--- config.mk ---
export PLATFORM = sky130hd
export DESIGN_NAME = hub_seq_top
export DESIGN_NICKNAME = d
export VERILOG_FILES = /design/src/hub_seq_pkg.sv /design/src/hub_seq_top.sv
export VERILOG_INCLUDE_DIRS = /design/src
export SDC_FILE = /design/constraint.sdc
export NUM_CORES = 1
export LEC_CHECK = 0
export BUFFER_PORTS_ARGS = -buffer_cell sky130_fd_sc_hd__buf_2
export CAP_MARGIN = 15
export CORE_UTILIZATION = 40
export CTS_BUF_LIST = sky130_fd_sc_hd__clkbuf_16
export CTS_CLUSTER_SIZE = 28
export DETAILED_ROUTE_END_ITERATION = 12
export PLACE_DENSITY_LB_ADDON = 0.25
export SLEW_MARGIN = 5
export SYNTH_ARGS = -nofsm -noshare
export SYNTH_HDL_FRONTEND = slang
export SYNTH_SLANG_ARGS = --single-unit
--- constraint.sdc ---
create_clock -name aclk -period 2.64 [get_ports aclk]
set_input_delay 0.528 -clock aclk [delete_from_list [all_inputs] [get_ports aclk]]
set_output_delay 0.528 -clock aclk [all_outputs]
set_load 0.05 [all_outputs]
--- src/hub_seq_map.svh ---
`ifndef HUB_SEQ_MAP_SVH
`define HUB_SEQ_MAP_SVH

// clock period and documented times, in nanoseconds
`define HUB_CLK_NS 10
`define HUB_T_RECOVER_NS 500000
`define HUB_T_SETTLE_NS 1500
`define HUB_T_LOAD_MAX_NS 99500000
`define HUB_T_REQ_MAX_NS 5000000

// register byte offsets
`define HUB_REG_CTRL 8'h00
`define HUB_REG_STATUS 8'h04
`define HUB_REG_USB 8'h08

// control register fields
`define HUB_CTRL_DETACH 0
`define HUB_CTRL_PDIS_LO 4
`define HUB_CTRL_PDIS_HI 7
`define HUB_CTRL_RST 32'h0000_0000

// strap codes on the two configuration-select pins
`define HUB_CFG_DEFAULT 2'h0
`define HUB_CFG_EEPROM 2'h1
`define HUB_CFG_SMBUS 2'h2

// axi answers
`define HUB_RESP_OKAY 2'h0

`endif

--- src/hub_seq_pkg.sv ---
`default_nettype none
package hub_seq_pkg;

  typedef enum logic [2:0] {
    HUB_ST_HOLD = 3'b000,
    HUB_ST_RECOVER = 3'b001,
    HUB_ST_EE_LOAD = 3'b010,
    HUB_ST_SMB_LOAD = 3'b011,
    HUB_ST_ACTIVE = 3'b100
  } hub_state_e;

endpackage
`default_nettype wire

--- src/hub_seq_top.sv ---
// Chosen here: the register addresses and the AXI4-Lite interface to the registers.
`timescale 1ns/100ps
`include "hub_seq_map.svh"
`default_nettype none

module hub_seq_top #(
  parameter int PORTS = 4,
  parameter int CNT_W = 24,
  parameter int AXI_AW = 8,
  parameter int RECOVER_CYC = `HUB_T_RECOVER_NS / `HUB_CLK_NS,
  parameter int LOAD_MAX_CYC = `HUB_T_LOAD_MAX_NS / `HUB_CLK_NS,
  parameter int REQ_MAX_CYC = `HUB_T_REQ_MAX_NS / `HUB_CLK_NS
) (
  input wire logic aclk,
  input wire logic aresetn,
  // board pins
  input wire logic ext_reset_n,
  input wire logic port_power_polarity_strap,
  input wire logic [1:0] cfg_sel_strap,
  input wire logic bus_powered,
  input wire logic [1:0] led_in,
  output logic [1:0] led_out,
  output logic [1:0] led_oe,
  output logic [PORTS-1:0] port_power_en,
  output logic osc_en,
  output logic pll_en,
  output logic phy_en,
  // hub core, same clock
  output logic core_abort,
  output logic eeprom_load_start,
  input wire logic eeprom_load_done,
  input wire logic smbus_load_done,
  output logic attach,
  input wire logic usb_bus_reset,
  output logic transaction_translator_flush,
  input wire logic set_address,
  input wire logic [6:0] new_address,
  input wire logic set_configured,
  input wire logic suspend_req,
  output logic suspended,
  input wire logic [PORTS-1:0] port_power_req,
  input wire logic [1:0] led_req,
  input wire logic ctrl_req_busy,
  output logic ctrl_req_expire,
  // axi4-lite slave
  input wire logic [AXI_AW-1:0] s_axi_awaddr,
  input wire logic s_axi_awvalid,
  output logic s_axi_awready,
  input wire logic [31:0] s_axi_wdata,
  input wire logic [3:0] s_axi_wstrb,
  input wire logic s_axi_wvalid,
  output logic s_axi_wready,
  output logic [1:0] s_axi_bresp,
  output logic s_axi_bvalid,
  input wire logic s_axi_bready,
  input wire logic [AXI_AW-1:0] s_axi_araddr,
  input wire logic s_axi_arvalid,
  output logic s_axi_arready,
  output logic [31:0] s_axi_rdata,
  output logic [1:0] s_axi_rresp,
  output logic s_axi_rvalid,
  input wire logic s_axi_rready
);

  localparam int SYN_W = 6;
  localparam int SETTLE_CYC = `HUB_T_SETTLE_NS / `HUB_CLK_NS;

  // pin synchronisers: the first stage feeds only the second
  logic [SYN_W-1:0] syn_a_q;
  logic [SYN_W-1:0] syn_b_q;
  wire [SYN_W-1:0] pins_raw = {ext_reset_n, port_power_polarity_strap, cfg_sel_strap, led_in};

  genvar gi;
  generate
    for (gi = 0; gi < SYN_W; gi++) begin : g_sync
      always_ff @(posedge aclk) begin
        if (!aresetn) begin
          syn_a_q[gi] <= 1'b0;
          syn_b_q[gi] <= 1'b0;
        end else begin
          syn_a_q[gi] <= pins_raw[gi];
          syn_b_q[gi] <= syn_a_q[gi];
        end
      end
    end
  endgenerate

  wire hw_rst = ~syn_b_q[5];
  wire clr = !aresetn || hw_rst;

  // straps follow the pins while reset is held and freeze at release
  logic pol_q;
  logic [1:0] cfg_q;
  logic [1:0] led_strap_q;
  always_ff @(posedge aclk) begin
    if (!aresetn) begin
      pol_q <= 1'b1;
      cfg_q <= `HUB_CFG_DEFAULT;
      led_strap_q <= 2'h0;
    end else if (hw_rst) begin
      pol_q <= syn_b_q[4];
      cfg_q <= syn_b_q[3:2];
      led_strap_q <= syn_b_q[1:0];
    end
  end

  // sequencer
  hub_seq_pkg::hub_state_e st_q, st_d;
  logic [CNT_W-1:0] cnt_q;
  logic load_to_q;
  wire cnt_clr = (st_q != st_d);
  wire recover_done = (st_q == hub_seq_pkg::HUB_ST_RECOVER) && (cnt_q == CNT_W'(RECOVER_CYC - 1));
  wire load_expired = (cnt_q == CNT_W'(LOAD_MAX_CYC - 1));
  wire smb_timed = bus_powered; // self-powered hub waits on the host alone
  wire bus_rst = usb_bus_reset && (st_q == hub_seq_pkg::HUB_ST_ACTIVE);

  always_comb begin
    st_d = st_q;
    unique case (st_q)
      hub_seq_pkg::HUB_ST_HOLD: st_d = hub_seq_pkg::HUB_ST_RECOVER;
      hub_seq_pkg::HUB_ST_RECOVER: begin
        if (recover_done) begin
          if (cfg_q == `HUB_CFG_EEPROM) begin
            st_d = hub_seq_pkg::HUB_ST_EE_LOAD;
          end else if (cfg_q == `HUB_CFG_SMBUS) begin
            st_d = hub_seq_pkg::HUB_ST_SMB_LOAD;
          end else begin
            st_d = hub_seq_pkg::HUB_ST_ACTIVE;
          end
        end
      end
      hub_seq_pkg::HUB_ST_EE_LOAD: begin
        if (eeprom_load_done || load_expired) begin
          st_d = hub_seq_pkg::HUB_ST_ACTIVE;
        end
      end
      hub_seq_pkg::HUB_ST_SMB_LOAD: begin
        if (smbus_load_done || (smb_timed && load_expired)) begin
          st_d = hub_seq_pkg::HUB_ST_ACTIVE;
        end
      end
      hub_seq_pkg::HUB_ST_ACTIVE: st_d = st_q;
      default: st_d = hub_seq_pkg::HUB_ST_HOLD;
    endcase
  end

  always_ff @(posedge aclk) begin
    if (clr) begin
      st_q <= hub_seq_pkg::HUB_ST_HOLD;
      cnt_q <= '0;
      load_to_q <= 1'b0;
    end else begin
      st_q <= st_d;
      cnt_q <= cnt_clr ? '0 : cnt_q + CNT_W'(1);
      if (load_expired && (st_q == hub_seq_pkg::HUB_ST_EE_LOAD)) begin
        load_to_q <= 1'b1;
      end
    end
  end

  // usb device state
  logic [6:0] addr_q;
  logic cfgd_q;
  logic susp_q;
  logic pwr_cut_q;
  always_ff @(posedge aclk) begin
    if (clr) begin
      addr_q <= 7'h00;
      cfgd_q <= 1'b0;
      susp_q <= 1'b0;
      pwr_cut_q <= 1'b1;
    end else if (bus_rst) begin
      addr_q <= 7'h00;
      cfgd_q <= 1'b0;
      susp_q <= 1'b0;
      pwr_cut_q <= 1'b1;
    end else begin
      if (set_address) begin
        addr_q <= new_address;
      end
      if (set_configured) begin
        cfgd_q <= 1'b1;
        pwr_cut_q <= 1'b0;
      end
      if (suspend_req) begin
        susp_q <= 1'b1;
      end
    end
  end

  // control request watchdog
  logic [CNT_W-1:0] req_cnt_q;
  logic expire_q;
  wire req_over = ctrl_req_busy && (req_cnt_q == CNT_W'(REQ_MAX_CYC - 1));
  // count parks one past the limit so a long request gives a single expiry pulse
  wire req_sat = (req_cnt_q == CNT_W'(REQ_MAX_CYC));
  always_ff @(posedge aclk) begin
    if (clr || !ctrl_req_busy) begin
      req_cnt_q <= '0;
      expire_q <= 1'b0;
    end else begin
      req_cnt_q <= req_sat ? req_cnt_q : req_cnt_q + CNT_W'(1);
      expire_q <= req_over;
    end
  end

  // software control register
  logic [31:0] ctrl_q;
  wire detach = ctrl_q[`HUB_CTRL_DETACH];
  wire [PORTS-1:0] port_dis = ctrl_q[`HUB_CTRL_PDIS_LO +: PORTS];

  // settle count after release, used to gate phy_en and led_oe out of their inactive level
  logic [CNT_W-1:0] settle_q;
  wire settled = (settle_q == CNT_W'(SETTLE_CYC));
  always_ff @(posedge aclk) begin
    if (clr) begin
      settle_q <= '0;
    end else if (!settled) begin
      settle_q <= settle_q + CNT_W'(1);
    end
  end

  wire active = (st_q == hub_seq_pkg::HUB_ST_ACTIVE);
  // downstream ports never see the upstream reset as a reset, only as power removal
  wire [PORTS-1:0] pwr_on = (active && !pwr_cut_q) ? (port_power_req & ~port_dis) : '0;
  // strap high means active-low drive
  wire [1:0] led_lvl = led_req ^ led_strap_q;

  always_ff @(posedge aclk) begin
    if (clr) begin
      port_power_en <= {PORTS{~pol_q}};
      osc_en <= 1'b0;
      pll_en <= 1'b0;
      phy_en <= 1'b0;
      led_oe <= 2'h0;
      led_out <= 2'h0;
      core_abort <= 1'b1;
      eeprom_load_start <= 1'b0;
      attach <= 1'b0;
      transaction_translator_flush <= 1'b0;
      suspended <= 1'b0;
      ctrl_req_expire <= 1'b0;
    end else begin
      port_power_en <= pol_q ? pwr_on : ~pwr_on;
      osc_en <= 1'b1;
      pll_en <= 1'b1;
      phy_en <= settled;
      led_oe <= {2{settled && active}};
      led_out <= led_lvl;
      core_abort <= 1'b0;
      eeprom_load_start <= (st_q != hub_seq_pkg::HUB_ST_EE_LOAD) && (st_d == hub_seq_pkg::HUB_ST_EE_LOAD);
      attach <= active && !detach;
      transaction_translator_flush <= bus_rst;
      suspended <= susp_q;
      ctrl_req_expire <= expire_q;
    end
  end

  // axi4-lite write path: address and data taken in either order
  logic aw_have_q;
  logic w_have_q;
  logic [AXI_AW-1:0] awaddr_q;
  logic [31:0] wdata_q;
  logic [3:0] wstrb_q;
  wire aw_take = s_axi_awvalid && s_axi_awready;
  wire w_take = s_axi_wvalid && s_axi_wready;
  wire wr_fire = aw_have_q && w_have_q && !s_axi_bvalid;
  wire aw_have_d = (aw_have_q || aw_take) && !wr_fire;
  wire w_have_d = (w_have_q || w_take) && !wr_fire;
  wire wr_ctrl = wr_fire && (awaddr_q[7:0] == `HUB_REG_CTRL);
  wire [31:0] wmask = {{8{wstrb_q[3]}}, {8{wstrb_q[2]}}, {8{wstrb_q[1]}}, {8{wstrb_q[0]}}};

  always_ff @(posedge aclk) begin
    if (!aresetn) begin
      aw_have_q <= 1'b0;
      w_have_q <= 1'b0;
      awaddr_q <= '0;
      wdata_q <= 32'h0000_0000;
      wstrb_q <= 4'h0;
      s_axi_awready <= 1'b0;
      s_axi_wready <= 1'b0;
      s_axi_bvalid <= 1'b0;
      s_axi_bresp <= `HUB_RESP_OKAY;
    end else begin
      aw_have_q <= aw_have_d;
      w_have_q <= w_have_d;
      if (aw_take) begin
        awaddr_q <= s_axi_awaddr;
      end
      if (w_take) begin
        wdata_q <= s_axi_wdata;
        wstrb_q <= s_axi_wstrb;
      end
      s_axi_awready <= !aw_have_d;
      s_axi_wready <= !w_have_d;
      if (wr_fire) begin
        s_axi_bvalid <= 1'b1;
      end else if (s_axi_bready) begin
        s_axi_bvalid <= 1'b0;
      end
    end
  end

  always_ff @(posedge aclk) begin
    if (clr) begin
      ctrl_q <= `HUB_CTRL_RST;
    end else if (wr_ctrl) begin
      ctrl_q <= (ctrl_q & ~wmask) | (wdata_q & wmask);
    end
  end

  // axi4-lite read path; unmapped offsets read zero with an okay answer
  wire [31:0] status_word = {16'h0000, 3'h0, load_to_q, pol_q, led_strap_q, cfg_q, hw_rst, active, st_q, 2'h0};
  wire [31:0] usb_word = {19'h00000, port_power_req, susp_q, cfgd_q, addr_q[6:1], addr_q[0]};
  wire [7:0] rd_off = s_axi_araddr[7:0];
  wire [31:0] rd_mux = (rd_off == `HUB_REG_CTRL) ? ctrl_q :
                       (rd_off == `HUB_REG_STATUS) ? status_word :
                       (rd_off == `HUB_REG_USB) ? usb_word : 32'h0000_0000;
  wire ar_take = s_axi_arvalid && s_axi_arready;

  always_ff @(posedge aclk) begin
    if (!aresetn) begin
      s_axi_arready <= 1'b0;
      s_axi_rvalid <= 1'b0;
      s_axi_rdata <= 32'h0000_0000;
      s_axi_rresp <= `HUB_RESP_OKAY;
    end else if (ar_take) begin
      s_axi_arready <= 1'b0;
      s_axi_rvalid <= 1'b1;
      s_axi_rdata <= rd_mux;
    end else if (s_axi_rvalid && s_axi_rready) begin
      s_axi_rvalid <= 1'b0;
      s_axi_arready <= 1'b1;
    end else if (!s_axi_rvalid) begin
      s_axi_arready <= 1'b1;
    end
  end

endmodule // hub_seq_top

`default_nettype wire

* Word level (Yosys, flattened, before mapping)
Cells that the tools add are included.
** Operators by class
- Bitwise operators :: 11
- Equal/unequal tests :: 17
- Reduce and logical (&&, ||, !) cells :: 40
- Muxes and demuxes :: 20
- Add/subtract/negate cells :: 3
** Operators with widths (count)
- $add 24x1->24 const B :: 3
- $and 32x32->32 :: 2
- $eq 24x19->1 const B :: 2
- $mux 32 :: 1
- $not 32->32 :: 1
- $or 32x32->32 :: 1
- $mux 13 :: 2
- $eq 24x16->1 const B :: 1
- $eq 24x24->1 const B :: 1
- $eq 24x8->1 const B :: 1
- $logic_and 1x1->1 :: 18
- $logic_not 8->1 :: 2
- $mux 3 :: 5
- $pmux 3 s5 :: 1
- $mux 4 :: 3
- $eq 3x2->1 const B :: 3
- $eq 8x3->1 const B :: 1
- $eq 8x4->1 const B :: 1
- $logic_not 1->1 :: 8
- $mux 1 :: 8
- $not 4->4 :: 2
- $logic_or 1x1->1 :: 6
- $reduce_or 2->1 :: 3
- $and 4x4->4 :: 1
- 11 further kinds :: 14
** Word-level totals
- Input bits :: 86
- Output and inout port bits :: 58
- Bits in registers :: 234

* Depth between registers and ports, before layout
- Depth in word-level cells :: 7
- Mapped depth :: 9
- Mapped depth without buffers :: 7

* Least setup slack after synthesis
Ideal clock, no wire load.
- Path type :: reg-to-reg
- Start :: register cnt_q[10]
- End :: register cnt_q[10]
- Stages on the path, launching flop included :: 7
- Path slack :: 513 ps
- Library setup time :: 137 ps
- Data arrival time :: 1990 ps
- Required time :: 2503 ps
- Path buffers :: 1
- Clock period less this slack :: 2127 ps
- Cells stage by stage :: dfxtp_1 -> or4_4 -> nor4_4 -> nand2_1 -> o221ai_4 -> buf_2 -> a211oi_1
** Between the ends
- Word-level cells in the longest chain between the ends :: 7
** RTL lines
- start, declared :: RTL line hub_seq_top.sv:109 : logic [CNT_W-1:0] cnt_q;
- start signal, assigned :: RTL line hub_seq_top.sv:154 : cnt_q <= cnt_clr ? '0 : cnt_q + CNT_W'(1);
- $eq 24x24->1 :: RTL line hub_seq_top.sv:113 : wire load_expired = (cnt_q == CNT_W'(LOAD_MAX_CYC - 1));
- $logic_and 1x1->1 :: RTL line hub_seq_top.sv:138 : if (smbus_load_done || (smb_timed && load_expired)) begin
- $logic_or 1x1->1 :: RTL line hub_seq_top.sv:138
- $mux 3 :: RTL line hub_seq_top.sv:138
- $pmux 3 s5 :: RTL line hub_seq_top.sv:119 : unique case (st_q)
- $ne 3x3->1 :: RTL line hub_seq_top.sv:111 : wire cnt_clr = (st_q != st_d);
- $reduce_or 2->1 (no line)
Parallel ways exist; a longest one is shown, timed or not.
A chain may end at the register's enable or synchronous reset.

* Worst setup path in the final report
- Start :: register cnt_q[10]
- End :: register cnt_q[3]
** Between the ends
- Word-level cells in the longest chain between the ends :: 7
** RTL lines (RTL line)
- $eq 24x24->1 :: hub_seq_top.sv:113
- $logic_and 1x1->1 :: hub_seq_top.sv:138
- $logic_or 1x1->1 :: hub_seq_top.sv:138
- $mux 3 :: hub_seq_top.sv:138
- $pmux 3 s5 * :: hub_seq_top.sv:119
- $ne 3x3->1 * :: hub_seq_top.sv:111
- $reduce_or 2->1 (no line) *
Every way passes the cells marked *; elsewhere a longest branch is shown, timed or not.

==> results.yml <==
timing:
  setup_ws_ns: 0.316
  timing.slew.headroom: 0.515
  rsz0062_at_grt: "no"
  finalSetupViolCount: 0
  slew_viol_final: 0
  min_period_over_period: 0.880
  period_needed_ns: 2.32
  fin_skew_ns: 0.0177
  finalHoldViolations: 0
  tns_ns: 0
  fmax_mhz: 430
  worst_pin_slew_ns: 0.727
clock_network:
  cts_setup_buffers: 0
  cts_buffers: 26
  clock_latency_ns: 0.52
  cts_hold_buf: 0
  clk_pin_slew_ns: 0.05
  htreeDepth: 1
  cts_tree: "yes"
  root_buffer: "clkbuf_16"
  cts_buffer_depth: 3
  cts-resized-gates: 0
  clock_sinks: 234
synthesis:
  ys.warnings.count: 0
  synth_area_mm2: 0.00934
  avgSynthCellArea_um2: 9.23
  yosysSeqAreaShare: 0.502
  async_flop_share: 0
  synth-edff-count: 0
  ys_types: 55
  ys_ff_latch: 234
  syn_inst: 1012
  synth_ff_type: "dfxtp_1"
critical_path:
  path_class: "reg -> reg"
  r2r-end: "cnt_q[3]$_SDFF_PP0_"
  rrSetupSlack_ns: 0.32
  critPathCaptureType: "flip-flop"
  start_kind: "flip-flop"
  cp.required_ns: 3.03
  reg2reg_from: "cnt_q[10]$_SDFF_PP0_"
  crit_fanout: 10
  worstRegToRegCells: 6
  worst_ep_arrival_time_ns: 2.72
run_status:
  status: "finished clean"
drt:
  vias_per_cell: 4.98
  post-route-drc-count: 0
  wirelength_mm: 22.1
  routedWlPerCell_um: 15.0
  vias: 7318
  initialDrtViolationCount: 317
  firstDrtPassIters: 4
  ant_nets: 0
cells_and_area:
  drive_above_1_share: 0.174
  area_delta_synth_final_pct: 18.5
  final_common_cell: "dfxtp_1"
  nNetsFinal: 1238
  final_cell_mix: "dfxtp_1, buf_2, nand2_1"
  fillers: 2206
  layout.cells.non_filler: 1470
floorplan:
  die_y_um: 155
  start_util: 0.410
  row_count: 55
  fp.dieW_um: 155
  dieArea_mm2: 0.0240
  core_area_mm2: 0.0228
  io_pins: 144
global_routing:
  grtUsageTotal: 0.185
  grt_pass1_vias: 6998
  overflow: 0
  antenna_found_initial: 2
  grt_pass1_wl_mm: 35.7
  grt_max_degree: 63
placement:
  io_buffer_count: 139
  dp_cells: 1431
  dpl.hpwl_mm: 15.4
  place_congestion: 0.807
  pre_cts_ws_ns: 0.327
worst_hold_path:
  hold_depth: 2
  min_to: "syn_a_q[2]$_SDFF_PN0_"
  hold_path.startpoint: "cfg_sel_strap[0]"
  min_path_type: "in -> reg"
pwr:
  pwr_density_cell_mw_per_mm2: 642
  max-vdd-ir-drop_v: 0.000388
  power_leakage_nw: 4.36
run:
  cap_violations: 0
-- worst max-delay path: stages (launching register included) --
cell and delay, ns:
dfxtp_1 0.36, or4_4 0.56, nor4_4 0.42, nand2_1 0.18, o221ai_4 0.35, buf_4 0.24
a211oi_1 0.08
-- worst max path at each step --
stage,startpoint,to,slack (ns),cells after the start
final,cnt_q[10]$_SDFF_PP0_,cnt_q[3]$_SDFF_PP0_,0.32,6
after global routing,cnt_q[10]$_SDFF_PP0_,cnt_q[0]$_SDFF_PP0_,0.17,6
after CTS,cnt_q[10]$_SDFF_PP0_,cnt_q[13]$_SDFF_PP0_,0.32,6
after detailed placement,cnt_q[10]$_SDFF_PP0_,cnt_q[15]$_SDFF_PP0_,0.33,6
after global placement,cnt_q[10]$_SDFF_PP0_,cnt_q[0]$_SDFF_PP0_,0.34,6
after floorplan,cnt_q[10]$_SDFF_PP0_,cnt_q[10]$_SDFF_PP0_,0.51,6
-- metal layers --
layer	vias to the layer above	track usage	wire length, um
li1	3754	-	-
met1	3390	0.242	10200
met2	134	0.305	10200
met3	40	0.0328	942
met4	0	0.0674	697
met5	-	0	0
-- synth_stat cells, types with 10 or more instances --
| library cell | instances | share of area |
|---|---|---|
| mux2i_1 | 47 | 0.050 |
| dfxtp_1 | 234 | 0.50 |
| nand3_1 | 32 | 0.017 |
| nand2_1 | 137 | 0.055 |
| a21boi_0 | 46 | 0.037 |
| nor4_1 | 12 | 0.0080 |
| inv_1 | 21 | 0.0084 |
| and3_1 | 16 | 0.011 |
| o31ai_1 | 10 | 0.0080 |
| a211oi_1 | 26 | 0.021 |
| and2_1 | 20 | 0.013 |
| a22o_1 | 19 | 0.018 |
| xnor2_1 | 32 | 0.030 |
| xor2_1 | 32 | 0.030 |
| clkbuf_1 | 47 | 0.019 |
| nor2_1 | 114 | 0.046 |
| o21ai_0 | 13 | 0.0070 |
| a21oi_1 | 27 | 0.014 |
| nand4_1 | 14 | 0.0094 |
| nor3_1 | 11 | 0.0059 |
-- cells by family after synthesis --
| kind of cell | after synthesis | synth area share |
|---|---|---|
| and+or+nand+nor | 411 | 0.211 |
| DFF | 234 | 0.502 |
| AOI/OAI and AO/OA | 167 | 0.131 |
| buffers and inverters | 82 | 0.0379 |
| xor gates and xnor gates | 64 | 0.0600 |
| muxes | 47 | 0.0504 |
| adders and majority gates | 6 | 0.00804 |
| other | 1 | 0.000402 |
-- power breakdown --
part	leakage, nW	switching (mW)	internal (mW)
Clock	0.370	1.33	1.80
Combinational	2.10	0.212	0.128
Sequential	1.90	0.0342	3.59
Total	4.36	1.58	5.52
-- through the flow --
| step | total power, mW | utilization | area [um^2] | hold WS [ns] |
|---|---|---|---|---|
| floorplan | 3.91 | - | 9350 | 0.412 |
| global placement | 4.05 | 0.454 | 10300 | 0.415 |
| detailed placement | 4.05 | 0.454 | 10300 | 0.419 |
| CTS | 7.19 | 0.486 | 11100 | 0.210 |
| global route | 7.37 | 0.486 | 11100 | 0.213 |
| finish | 7.10 | 0.486 | 11100 | 0.233 |
-- final cells by class --
type                       count  area (um^2)  share of cell area
inverter                      23         86.3             0.00780
timing repair buffer         162          868              0.0785
sequential                   234         4680               0.423
clock buffer                  27          676              0.0611
multi-input combinational    699         4310               0.390
clock inverter                10         41.3             0.00373
antenna                        2         5.00            0.000452
tap                          313          392              0.0354
(Power assumes the default switching activity.)
